--- src/rsl_params.svh ---
// constants for the reset mode strap latch
`ifndef RSL_PARAMS_SVH
`define RSL_PARAMS_SVH

`define RSL_MODE_W          3
`define RSL_MODE_SSC        3'h0
`define RSL_MODE_EMU_NARROW 3'h1
`define RSL_MODE_SPEC_TEST  3'h2
`define RSL_MODE_EMU_WIDE   3'h3
`define RSL_MODE_NSC        3'h4
`define RSL_MODE_NRM_NARROW 3'h5
`define RSL_MODE_PERIPH     3'h6
`define RSL_MODE_NRM_WIDE   3'h7
`define RSL_MODE_NORMAL_BIT 2
`define RSL_MODE_RST        3'h0
`define RSL_FLASH_VIS_RST   1'h1
`define RSL_DEBUG_ACT_RST   1'h0
`define RSL_SECURED_RST     1'h1

`endif

--- src/rsl_pkg.sv ---
// types for the reset mode strap latch
package rsl_pkg;

    typedef enum logic [0:0] {
        RSL_PH_RESET,
        RSL_PH_RUN
    } rsl_phase_t;

    typedef struct packed {
        rsl_phase_t  phase;
        logic [2:0]  mode;
        logic        flash_vis;
        logic        dbg_active;
        logic        secured;
        logic        wr_refused;
    } rsl_state_t;

endpackage

--- src/rsl_strap_latch.sv ---
// reset mode strap latch: mode and flash visibility capture, security gating
`timescale 1ns/1ps
`include "rsl_params.svh"

module rsl_strap_latch #(
    parameter int MODE_W = `RSL_MODE_W
) (
    input  wire logic              clk_i,
    input  wire logic              reset_i,
    input  wire logic              mode_strap_bit2_i,
    input  wire logic              mode_strap_bit1_i,
    input  wire logic              mode_strap_bit0_i,
    input  wire logic              flash_visible_strap_i,
    input  wire logic              nv_secured_i,
    input  wire logic              mode_wr_i,
    input  wire logic [MODE_W-1:0] mode_wr_data_i,
    input  wire logic              debug_activate_i,
    output logic      [MODE_W-1:0] mode_o,
    output logic                   flash_visible_bit_o,
    output logic                   flash_in_map_o,
    output logic                   bus_expanded_o,
    output logic                   bus_wide_o,
    output logic                   special_mode_o,
    output logic                   background_debug_allowed_o,
    output logic                   background_debug_active_o,
    output logic                   secured_o,
    output logic                   ext_access_block_o,
    output logic                   peripheral_mode_o,
    output logic                   mode_wr_refused_o
);

    if (MODE_W != `RSL_MODE_W) begin : g_bad_width
        $error("mode width must be 3");
    end

    rsl_pkg::rsl_state_t st_r;
    rsl_pkg::rsl_state_t st_nxt;

    logic [2:0] strap_mode;
    logic       strap_flash;
    logic       strap_dbg;
    logic       capture;
    logic       cur_flash_unused;
    logic       cur_expanded;
    logic       cur_wide;
    logic       cur_special;
    logic       cur_dbg_unused;
    logic       cur_periph;

    assign strap_mode = {mode_strap_bit2_i, mode_strap_bit1_i, mode_strap_bit0_i};
    assign capture    = (st_r.phase == rsl_pkg::RSL_PH_RESET) && !reset_i;

    // special modes may move to any usable mode; normal single chip may only expand
    function automatic logic wr_allowed(input logic [2:0] cur, input logic [2:0] tgt);
        logic ok;
        ok = 1'b0;
        if (tgt == `RSL_MODE_PERIPH) begin
            ok = 1'b0;
        end else if (!cur[`RSL_MODE_NORMAL_BIT]) begin
            ok = 1'b1;
        end else if (cur == `RSL_MODE_NSC) begin
            ok = (tgt == `RSL_MODE_NRM_NARROW) || (tgt == `RSL_MODE_NRM_WIDE);
        end
        return ok;
    endfunction

    // debug is refused while secured, except in special single chip for unsecuring
    function automatic logic dbg_allowed(input logic [2:0] cur, input logic sec);
        return !sec || (cur == `RSL_MODE_SSC);
    endfunction

    rsl_mode_decode u_strap_dec (
        .mode_i          (strap_mode),
        .flash_strap_i   (flash_visible_strap_i),
        .flash_visible_o (strap_flash),
        .expanded_o      (),
        .wide_o          (),
        .special_o       (),
        .debug_active_o  (strap_dbg),
        .peripheral_o    ()
    );

    rsl_mode_decode u_cur_dec (
        .mode_i          (st_r.mode),
        .flash_strap_i   (1'b0),
        .flash_visible_o (cur_flash_unused),
        .expanded_o      (cur_expanded),
        .wide_o          (cur_wide),
        .special_o       (cur_special),
        .debug_active_o  (cur_dbg_unused),
        .peripheral_o    (cur_periph)
    );

    always_comb begin
        st_nxt            = st_r;
        st_nxt.wr_refused = 1'b0;
        if (reset_i) begin
            st_nxt.phase      = rsl_pkg::RSL_PH_RESET;
            st_nxt.mode       = `RSL_MODE_RST;
            st_nxt.flash_vis  = `RSL_FLASH_VIS_RST;
            st_nxt.dbg_active = `RSL_DEBUG_ACT_RST;
            st_nxt.secured    = `RSL_SECURED_RST;
        end else begin
            case (st_r.phase)
                rsl_pkg::RSL_PH_RESET: begin
                    st_nxt.phase      = rsl_pkg::RSL_PH_RUN;
                    st_nxt.mode       = strap_mode;
                    st_nxt.flash_vis  = strap_flash;
                    st_nxt.secured    = nv_secured_i;
                    st_nxt.dbg_active = strap_dbg && dbg_allowed(strap_mode, nv_secured_i);
                end
                rsl_pkg::RSL_PH_RUN: begin
                    if (mode_wr_i) begin
                        if (wr_allowed(st_r.mode, mode_wr_data_i)) begin
                            st_nxt.mode = mode_wr_data_i;
                        end else begin
                            st_nxt.wr_refused = 1'b1;
                        end
                    end
                    if (debug_activate_i && dbg_allowed(st_r.mode, st_r.secured)) begin
                        st_nxt.dbg_active = 1'b1;
                    end
                end
                default: begin
                    st_nxt.phase = rsl_pkg::RSL_PH_RESET;
                end
            endcase
        end
    end

    always_ff @(posedge clk_i) begin
        st_r <= st_nxt;
    end

    assign mode_o                     = st_r.mode;
    assign flash_visible_bit_o        = st_r.flash_vis;
    assign flash_in_map_o             = st_r.flash_vis && !(st_r.secured && cur_expanded);
    assign bus_expanded_o             = cur_expanded;
    assign bus_wide_o                 = cur_wide;
    assign special_mode_o             = cur_special;
    assign background_debug_allowed_o = dbg_allowed(st_r.mode, st_r.secured);
    assign background_debug_active_o  = st_r.dbg_active;
    assign secured_o                  = st_r.secured;
    assign ext_access_block_o         = st_r.secured;
    assign peripheral_mode_o          = cur_periph;
    assign mode_wr_refused_o          = st_r.wr_refused;
endmodule

--- src/rsl_mode_decode.sv ---
// decode of one mode pattern into memory map and bus configuration
`timescale 1ns/1ps
`include "rsl_params.svh"

module rsl_mode_decode (
    input  wire logic [2:0] mode_i,
    input  wire logic       flash_strap_i,
    output logic            flash_visible_o,
    output logic            expanded_o,
    output logic            wide_o,
    output logic            special_o,
    output logic            debug_active_o,
    output logic            peripheral_o
);

    always_comb begin
        flash_visible_o = 1'b1;
        expanded_o      = 1'b0;
        wide_o          = 1'b0;
        debug_active_o  = 1'b0;
        peripheral_o    = 1'b0;
        special_o       = ~mode_i[`RSL_MODE_NORMAL_BIT];
        case (mode_i)
            `RSL_MODE_SSC: begin
                flash_visible_o = 1'b1;
                debug_active_o  = 1'b1;
            end
            `RSL_MODE_EMU_NARROW: begin
                flash_visible_o = ~flash_strap_i;
                expanded_o      = 1'b1;
            end
            `RSL_MODE_SPEC_TEST: begin
                flash_visible_o = 1'b0;
                expanded_o      = 1'b1;
                wide_o          = 1'b1;
            end
            `RSL_MODE_EMU_WIDE: begin
                flash_visible_o = ~flash_strap_i;
                expanded_o      = 1'b1;
                wide_o          = 1'b1;
            end
            `RSL_MODE_NSC: begin
                flash_visible_o = 1'b1;
            end
            `RSL_MODE_NRM_NARROW: begin
                flash_visible_o = flash_strap_i;
                expanded_o      = 1'b1;
            end
            `RSL_MODE_PERIPH: begin
                flash_visible_o = 1'b1;
                peripheral_o    = 1'b1;
            end
            `RSL_MODE_NRM_WIDE: begin
                flash_visible_o = flash_strap_i;
                expanded_o      = 1'b1;
                wide_o          = 1'b1;
            end
            default: begin
                flash_visible_o = 1'b1;
            end
        endcase
    end

endmodule

--- config.mk ---
export PLATFORM = sky130hd
export DESIGN_NAME = rsl_strap_latch
export DESIGN_NICKNAME = d
export VERILOG_FILES = /design/src/rsl_pkg.sv /design/src/rsl_strap_latch.sv /design/src/rsl_mode_decode.sv
export VERILOG_INCLUDE_DIRS = /design/src
export SDC_FILE = /design/constraint.sdc
export NUM_CORES = 1
export LEC_CHECK = 0
export BUFFER_PORTS_ARGS = -buffer_cell sky130_fd_sc_hd__buf_4
export CAP_MARGIN = 25
export CORE_AREA = 2 2 39 41
export DETAILED_ROUTE_END_ITERATION = 10
export DIE_AREA = 0 0 41 43
export GPL_ROUTABILITY_DRIVEN = 0
export PLACE_DENSITY = 0.64
export SLEW_MARGIN = 40
export SYNTH_ARGS = -nofsm -noshare
export SYNTH_HDL_FRONTEND = slang
export SYNTH_SLANG_ARGS = --single-unit
--- constraint.sdc ---
create_clock -name clk_i -period 1.8 [get_ports clk_i]
set_input_delay 0.18 -clock clk_i [delete_from_list [all_inputs] [get_ports clk_i]]
set_output_delay 0.18 -clock clk_i [all_outputs]
set_load 0.1 [all_outputs]
==> run summary, run 1 <==
The total number of clock tree sinks is 8. The tree is rooted in a clkbuf_4. The number of buffers added to fix hold violations after cts is 0. The layout net count is 89. The number of standard-cell rows in the floorplan came out at 14. Yosys mapped the design onto 27 distinct sky130hd cell types. After synthesis, the cell types taking the most area are dfxtp_1 35%, buf_4 6.6%, o211ai_1 4.9%. The static leakage is ~0.31 nW. The core occupancy in the finished layout came out at between 50% and 60%. The data arrival at the endpoint of the critical path came out at roughly 1500 ps. The flip-flop and latch count after synthesis is 8.

The post-detailed-routing wire length is between 1000 and 1500 µm. The worst clock skew on the final layout is 6.93 ps. The total negative slack is 0 ps. Summed over all instances, the cell type with the most area after synthesis is dfxtp_1. The count of buffers from port buffering is 25. The number of antenna violations at the first check in global routing is 0. The die span in x is between 40 and 50 µm.

The run finished with clean final reports. Before CTS, the worst setup slack after placement is 450 ps. The total setup buffers inserted after CTS came out at 0. The sequential fraction of the synthesis area came out at roughly a third. The half-perimeter wire length after placement came out at ~940 µm. The worst setup path is captured at an output port. The final hold slack is around 120 ps. The average via count per standard cell is ~5.2. The share of final-layout standard cells stronger than drive strength 1 came out at 48.7%. The number of nets in the synthesized netlist came out at 64.

The first routing iteration left 14 violations. The number of warnings reported in the yosys synthesis log is 0. The average wire per standard cell is about 13 µm.

The number of buffers on the longest clock path came out at 2. The aggregate global routing overflow came out at 0. The number of placed instances, taps included, is slightly below 90. The average cell area after synthesis came out at roughly 8.8 µm². The commonest cells after synthesis are 8 x dfxtp_1, 4 x buf_4, 4 x inv_1, 4 x o21ai_0. The number of hold-slack violations in the final timing report came out at 0.

The number of cells upsized or downsized after cts is 0. The H-tree depth is 1. The layout-stage area growth over the synthesis result is 53.3%.

The clock reaches the later pin of the worst-skew pair after between 200 and 300 ps. The most common cell in the netlist is dfxtp_1. The worst-path maximum fanout came out at 7. The total cell area at the placement stage came out at 672 µm².

The final number of setup-violating endpoints came out at 0. The gate count after technology mapping came out at 52. The achievable frequency is just over 600 MHz.

The worst setup path is launched from a register. The die boundary height came out at 43 µm. The max-slew violation count is 0. For this run, asynchronously set or reset flops after synthesis account for 0%. The effective utilization at floorplan came out at 32.9%.

The post-layout instance area is ~700 µm². The smallest setup slack after layout came out at 156 ps. The worst-margin pin slew is ~430 ps. The min-delay analysis places its worst path in the category in2reg. The clock period could shrink to around 1600 ps. The wire length of the first global-routing pass is approximately 1900 µm. After synthesis the cells add up to 455 µm². The count of pins on the block boundary came out at 26. The most used flip-flop cell after synthesis is dfxtp_1. The floorplan step defined a core boundary enclosing approximately 1400 µm². The pin count of the biggest net entering global routing came out at 14. TritonCTS built the clock tree. The kind of critical path is reg2out. The post-route fraction of the period consumed by the critical path is a little over 90%. After detailed routing, the number of remaining DRC violations is 0. Setup repair after global routing left no endpoint under its margin. The global-route usage over all layers came out at roughly 17%. The worst-case headroom to the max-slew limit came out at ~71%. The clock-pin slew on the worst setup and hold paths came out at 60 ps. The synthesized design devotes to its leading area cell type 35.2% of total area. The total chip power is around 690 µW. The number of buffers inserted during clock tree synthesis is 3. The number of synthesized flops with an enable pin is 0.

The number of search-and-repair iterations in the first detailed-routing pass came out at 4. Summing over every cut layer, the via total after detailed routing is between 400 and 500. The number of standard cells in the layout, taps in and fillers out is slightly above 90. Across the VDD grid, the largest voltage drop is 0.000451 V.

The number of global-route vias before repair is 410. The die covers between 1500 and 2000 µm². The total inserted antenna cells is 0.

The total of max-cap violations came out at 0. The data required time at the worst endpoint came out at around 1600 ps. Once detail routing completed, the nets flagged for antenna violations numbered 0.

The power density relative to cell area is about 990 nW/µm².
==> where the power goes <==
group          internal, mW  total, mW  switching [mW]
logic                0.0844      0.326           0.242
registers             0.189      0.214          0.0240
clock network        0.0853      0.154          0.0686
total                 0.359      0.694           0.334
==> layout make-up <==
cell class	count	area (µm²)
Clock buffer	4	26.3
Fill cell	142	686
Inverter	4	18.8
Multi-Input combinational cell	35	280
Sequential cell	8	165
Tap cell	16	20.0
Timing Repair Buffer	25	188
==> cell families after synthesis <==
logic type             after synthesis  share of synthesized area (%)
AND/OR/NAND/NOR                     12                           17.9
flip-flops                           8                           35.2
multiplexers                         1                           2.20
AO/OA/AOI/OAI                       21                           31.9
buffers and inverters                9                           11.0
XOR/XNOR                             1                           1.92
==> state kept, by name, summed over array words and instances, names as in the netlist <==
signal	cells
flash_visible_bit_o	1
background_debug_active_o	1
mode_o	3
st_r	1
ext_access_block_o	1
mode_wr_refused_o	1
==> final timing paths <==
check	from	endpoint	slack, ps	cells after the start
worst max register to register	mode_o[1]	mode_o[0]	610	3
worst min register to register	flash_visible_bit_o	flash_visible_bit_o	520	1
worst max-delay path	mode_o[2]	flash_in_map_o	160	4
worst min-delay path	reset_i	mode_o[2]	120	2
==> cell usage in the layout, fill, tap and decap left out, drive strengths merged, types with 2 or more instances in the layout <==
master  netlist  routed
buf           5      25
nand2         2       2
nor3b         2       2
dfxtp         8       8
nor2          2       2
a21boi        2       2
a311oi        2       2
inv           4       3
o21ai         4       4
clkbuf        0       4
a21oi         3       3
a211oi        2       2
o211ai        3       3
==> per-layer routing <==
layer,up-vias,wire [µm],track usage [%]
li1,244,-,-
met1,223,505,21.0
met2,15,618,22.5
met3,0,80,8.38
met4,0,0,8.00
met5,-,0,0
==> critical path, cell delays in order (launching register included) <==
cell        delay (ps)
dfxtp_4            410
clkinvlp_4         150
a21o_4             240
a21boi_4           110
buf_4              290
Power figures use the tool's default switching activity.
==> run 2: changes to the inputs <==
Settings changed: ABC_AREA from default to 1, PLACE_DENSITY 0.64 to 0.66.
==> run summary, run 2 <==
The flip-flop count of the largest register, all copies and words added is 3. The initial detailed-routing violation count is 11. The effective utilization at floorplan is a little over a third. The number of cells on the worst hold path came out at 2.

The data arrival at the endpoint of the critical path is approximately 1500 ps. In this run, post-CTS repair resized a total of 0 instances. The number of buffers added to fix hold violations after cts is 0. The count of unique library cells instantiated by Yosys is 18. The max-slew violation count came out at 0.

The worst-case headroom to the max-slew limit came out at 72.9%. The first TritonRoute pass finished after 4 iterations. The clock-pin slew on the worst setup and hold paths came out at 60 ps. By area, the combinational part of the netlist is dominated by simple AND/OR/NAND/NOR gates. The synthesized netlist devotes under 10% of its cell area to XOR and XNOR gates. The number of cells traversed by the worst register-to-register path is 6. When the netlist entered floorplanning its net count stood at just under 90. In the final layout, the share of cells above drive strength 1 is roughly two fifths. The core outline area is ~1400 µm². The setup slack on the worst flop-to-flop path is 620 ps. The worst-margin pin slew came out at 406 ps. The longest individual stage delay on the worst path is between 300 and 400 ps.

The post-synthesis simple-gate area fraction came out at 36.2%. The startpoint of the lowest-slack register-to-register path is mode_o[0]. The synthesized cell area is 487 µm². The average via count per standard cell came out at ~4.6. At the end of the flow, the number of nets in the layout was approximately 110. The critical hold path startpoint is reset_i. The count of pins on the block boundary is 26. In the final routed layout, each cell accounts on average for 10.0 µm. In this run the core area contains 14 standard-cell rows. In the post-route analysis, the smallest setup slack over all paths is ~150 ps. The commonest cells after synthesis are 21 x nand2_1, 12 x nor2_1, 10 x inv_1. The count of buffers from port buffering is 25.

Ranked by total cell area, the synthesized netlist is headed by dfxtp_1 33%, nand2_1 16%, nor2_1 9.3%. The total inserted antenna cells is 0. The buffer and inverter count on the worst path is 3. The number of remaining DRC errors came out at 0.

The die boundary height is between 40 and 50 µm. The TritonCTS clock tree is done. The post-place setup slack came out at ~400 ps.

In the layout the commonest cells are 25 x buf_4, 20 x nand2_1, 9 x nor2_1. The most common library cell in the layout ignoring fill and taps is buf_4. Across the run, the number of max-cap violations was 0. The flip-flop and latch count after synthesis is 8. The share of total power dissipated in combinational logic is approximately 50%. Traced cell by cell, the critical path runs through clkinvlp_4 -> nor2_4 -> nor2_4 -> nand2_1 -> nand2_2 -> clkinvlp_4 -> buf_4. Setup violations remaining at the end of the flow were counted as 0. Of the post-synthesis cell area, the part taken by muxes is 0%.

After Yosys synthesis, full adders, half adders and majority gates account for 0% of the synthesized area. The global-route usage over all layers is between 10% and 20%. The number of buffers inserted during clock tree synthesis is 3. In this run the mean area of a mapped cell was ~6.4 µm².

The synthesized design devotes to its leading area cell type roughly a third of total area. The most instantiated flip-flop cell in the synthesis netlist is dfxtp_1. The area growth from synthesis to layout is 47.3%.

Detailed placement ended at an HPWL of 953 µm. The worst setup path is launched from a register. The first global-routing pass estimated around 2000 µm of wire. Dividing the final minimum period by the clock period gives 91.6%. The data required time at the worst endpoint came out at 1620 ps. Setup repair after global routing left no endpoint under its margin.

The flow ran to the end, and the final reports show no timing, DRC or antenna violations. After clock tree synthesis, the setup repair step added 0 buffers. The complex-gate fraction of the synthesized area is 11.1%.

The number of warnings reported in the yosys synthesis log is 0. For this run, the top clock speed supported by timing is around 610 MHz. The cell type contributing the most total cell area after synthesis is dfxtp_1. The gate count after technology mapping is 76. The synthesized design contains 0 enable-type register cells. The cell at the slowest stage of the critical path is dfxtp_2. The total number of clock tree sinks came out at 8. The most common cell in the netlist is nand2_1. The fill cell instance count of the final layout came out at 145. The cell at the root of the clock tree is clkbuf_4.

The post-detailed-routing wire length came out at 1150 µm. In the synthesized netlist the async set-or-reset flop fraction comes to 0%. The die span in x came out at approximately 41 µm. The top cell family by delay on the critical path is buffers and inverters. In this run the number of H-tree levels came out at 1.

The number of buffers on the longest clock path came out at 2. The switching portion of total power is between 50% and 60%. The aggregate global routing overflow is 0.

The worst register-to-register path ends at mode_o[2]. The number of antenna violations at the first check in global routing was 0. On the final layout, the worst clock skew is between 3 and 4 ps. The static leakage came out at around 0.37 nW. Entering global routing, the biggest net connects 10 pins. The sequential fraction of the synthesis area is 32.9%.

The cell-internal power came out at between 300 and 400 µW. The maximum resistive drop on vdd is between 0.0004 and 0.0005 V. The remaining number of nets flagged by the antenna check after routing came out at 0. The clock period could shrink to roughly 1600 ps.

The number of hold-slack violations in the final timing report is 0. The number of global-route vias before repair was ~520. The worst-path maximum fanout came out at 5.

The die covers between 1500 and 2000 µm². The worst min-delay path category is in2reg. The destination of the worst hold path is mode_wr_refused_o.

Summing internal, switching and leakage power gives between 700 and 800 µW. STA classifies the critical path endpoint as an output port. The clock latency reported for the late side of the worst-skew pair is between 200 and 300 ps.

The clock share of power is between 10% and 20%. The kind of critical path is reg2out. Per report_power, the sequential group accounts for about 29% of the total.

The power density relative to cell area came out at ~1000 nW/µm². The net switching power is 367 µW. Detailed routing inserted a total of about 530 vias.
run 2: final cells by class:
class | instances | area, µm² | area share [%]
clock buffers | 3 | 22.5 | 3.14
inverters | 11 | 53.8 | 7.50
multi-input cells | 52 | 270 | 37.7
flip-flops and latches | 8 | 163 | 22.7
well taps | 16 | 20.0 | 2.79
repair buffers | 25 | 188 | 26.2
run 2: power groups by stage:
stage	clock (mW)	sequential, mW	combinational (mW)
after global routing	0.150	0.213	0.389
after CTS	0.141	0.210	0.372
after global placement	0	0.213	0.369
final	0.139	0.210	0.370
after floorplan	0	0.246	0.271
after detailed placement	0	0.214	0.372
run 2: cells by family (layout without fill, tap and decap cells):
family,after synthesis,count (layout)
simple gates,43,43
buf+inv,16,39
compound gates,8,8
flops,8,8
xor+xnor,1,1
run 2: how the worst max path moves through the flow:
stage / start / endpoint / slack [ps] / cells after the start
global placement: mode_o[2] / flash_in_map_o / 460 / 7
global route: mode_o[2] / flash_in_map_o / 60 / 7
finish: mode_o[2] / flash_in_map_o / 150 / 7
CTS: mode_o[2] / flash_in_map_o / 130 / 7
floorplan: mode_o[2] / flash_in_map_o / -350 / 6
detailed placement: mode_o[2] / flash_in_map_o / 410 / 7
run 2: layer usage:
layer,track usage (%),vias up,wire (µm)
li1,-,284,-
met1,20.3,226,497
met5,0,-,0
met4,12.0,0,31
met2,24.7,20,565
met3,1.57,4,59
run 2: stage by stage:
stage          hold slack, ps  area (µm²)  util (%)  setup TNS, ps  instances
6_report                  111         717      51.8              0        115
5_1_grt                   120         717      51.8              0        115
4_1_cts                   108         717      51.8              0        115
3_5_place_dp              380         694      50.2              0        112
3_3_place_gp              375         694      50.2              0        112
2_1_floorplan             257         528         -           -508         76
==> run 3: changes to the inputs <==
Settings changed: CELL_PAD_IN_SITES_DETAIL_PLACEMENT from default to 1, CELL_PAD_IN_SITES_GLOBAL_PLACEMENT from default to 1, CORE_AREA 2 2 39 41 to 2 2 44 46, DIE_AREA 0 0 41 43 to 0 0 46 48, PLACE_DENSITY 0.66 to 0.76, SLEW_MARGIN 40 to default.
==> run summary, run 3 (synthesis gave the netlist of run 2 again) <==
Setup repair after global routing left no endpoint under its margin. The number of remaining DRC errors is 0. From synthesis to final layout, the design area changed by 47.6%.

The post-place setup slack came out at approximately 420 ps. On the worst path, the slowest cell contributes a delay of 370 ps. Leaving out fill and tap cells, the most frequent cell in the layout is buf_4. STA classifies the critical path endpoint as an output port.

After clock tree synthesis, the setup repair step added 0 buffers. The run finished with clean final reports. The global-route usage over all layers came out at about an eighth. The initial detailed-routing violation count came out at 6. Once the clock tree was built, the resizer swapped 0 gates to a different size. The max-slew violation count came to 0. The half-perimeter wire length after placement is around 1100 µm. Traced cell by cell, the critical path runs through clkinvlp_4 -> nor2_4 -> nor2_4 -> nand2_1 -> nand2_2 -> clkinvlp_4 -> buf_4.

The top cell family by delay on the critical path is buffers and inverters. The register with the most flip-flops in the layout has 3 of them. The number of antenna violations at the first check in global routing is 0. The via count is ~540. In the final layout, the multi-input gates occupy ~270 µm². The clock latency reported for the late side of the worst-skew pair is roughly 250 ps. The count of pins on the block boundary came out at 26. The worst-case headroom to the max-slew limit is 73.3%. The smallest setup slack after layout came out at 162 ps. The floorplan step set the die width to between 40 and 50 µm. Clock skew on the completed layout was measured at ~0.35 ps.

The kind of critical path is reg2out. The buffer and inverter count on the worst path came out at 3. STA classifies the critical path startpoint as a register.

The number of global-route vias before repair came out at 523. The final hold slack is ~130 ps. In this run the vertical extent of the chip is ~48 µm.

The tightest min-delay check is of the in2reg type. TritonCTS built the clock tree. The area enclosed by the die boundary is approximately 2200 µm². Fill cells in the final layout number 240. The number of buffers added to fix hold violations after cts is 0. For this configuration, the core starts out at a cell density of between 20% and 30%. The data arrival at the endpoint of the critical path came out at about 1500 ps. The post-detailed-routing wire length is ~1300 µm. The worst-path maximum fanout came out at 5. The clock passes through at most 2 buffers. On the critical path, the stage with the largest delay is an instance of dfxtp_2.

The post-layout instance area came out at 718 µm². The core outline area came out at roughly 1700 µm². In this run the static leakage power is between 0.3 and 0.4 nW. The total number of clock tree sinks is 8. The share of final-layout standard cells stronger than drive strength 1 came out at just over 40%. The count of buffers from port buffering is 25.

The layout net count is 113. The number of hold-slack violations in the final timing report is 0. The number of standard-cell rows in the floorplan is 15. The achievable frequency is approximately 600 MHz. The pin count of the biggest net entering global routing is 10.

The average wire per standard cell came out at 11.2 µm. The final number of setup-violating endpoints is 0. Summed over all layers, the global routing overflow is 0. The total inserted antenna cells came out at 0.

At the pin with the least slew margin, the transition time is between 300 and 400 ps. The clock-pin slew on the worst setup and hold paths is about 50 ps. Summing all placed instances gives a cell area of ~700 µm². The clock period could shrink to 1640 ps. Across the VDD grid, the largest voltage drop is 0.000277 V. The number of buffers inserted during clock tree synthesis came out at 3.

The tool flagged a number of max-cap violations equal to 0. The first global-routing pass estimated between 2000 and 2500 µm of wire. In the final layout, flip-flops and latches occupy 163 µm².

The post-route fraction of the period consumed by the critical path came out at between 90 and 100%. In the layout the commonest cells are 25 x buf_4, 20 x nand2_1, 9 x nor2_1. The power density relative to cell area came out at between 900 and 1000 nW/µm². The H-tree depth is 1. CTS placed an instance of clkbuf_4 at the clock tree root. The number of search-and-repair iterations in the first detailed-routing pass is 4. The average via count per standard cell is approximately 4.6.

Data on the critical path is required at its endpoint by between 1500 and 2000 ps. The detail route stage leaves a number of antenna-violating nets equal to 0.
## run 3: cell counts in the layout (fill, tap and decap cells not counted)
No cell type changed its count.
## run 3: worst reg2reg max path: cells and delay by family (launching register included)
| kind | cells | cell delay (ps) |
|---|---|---|
| DFF | 1 | 390 |
| and+or+nand+nor | 7 | 750 |
## run 3: path summary, 6_finish.rpt
check	from	to	slack [ps]	depth (start not counted)
worst max-delay path	mode_o[2]	flash_in_map_o	160	7
worst min register to register	background_debug_active_o	background_debug_active_o	510	2
worst max register to register	mode_o[0]	mode_o[0]	600	7
worst min-delay path	reset_i	mode_wr_refused_o	130	2
## run 3: power breakdown
part / switching, mW / internal [mW] / leakage (nW)
Clock: 0.0571 / 0.0760 / 0.0138
Sequential: 0.0193 / 0.191 / 0.0664
Combinational: 0.288 / 0.0838 / 0.291
## run 3: cell type report
| class | instances | share of cell area [%] |
|---|---|---|
| multi-input cells | 52 | 37.6 |
| repair buffers | 25 | 26.1 |
| flip-flops and latches | 8 | 22.6 |
| inverters | 11 | 7.49 |
| clock buffers | 3 | 3.14 |
| well taps | 17 | 2.96 |
## run 3: through the flow
| stage | total power, mW | setup TNS, ps | cells | util [%] |
|---|---|---|---|---|
| global route | 0.754 | 0 | 116 | 42.5 |
| floorplan | 0.517 | -508 | 76 | - |
| CTS | 0.728 | 0 | 116 | 42.5 |
| finish | 0.716 | 0 | 116 | 42.5 |
| detailed placement | 0.589 | 0 | 113 | 41.2 |
| global placement | 0.584 | 0 | 113 | 41.2 |
## run 3: layer usage
| layer | part of all wire (%) | GRT usage (%) | vias to the layer above |
|---|---|---|---|
| met5 | 0 | 0 | - |
| met2 | 53 | 24.4 | 21 |
| li1 | - | - | 282 |
| met1 | 39 | 13.4 | 235 |
| met3 | 7.9 | 3.40 | 0 |
| met4 | 0 | 6.86 | 0 |
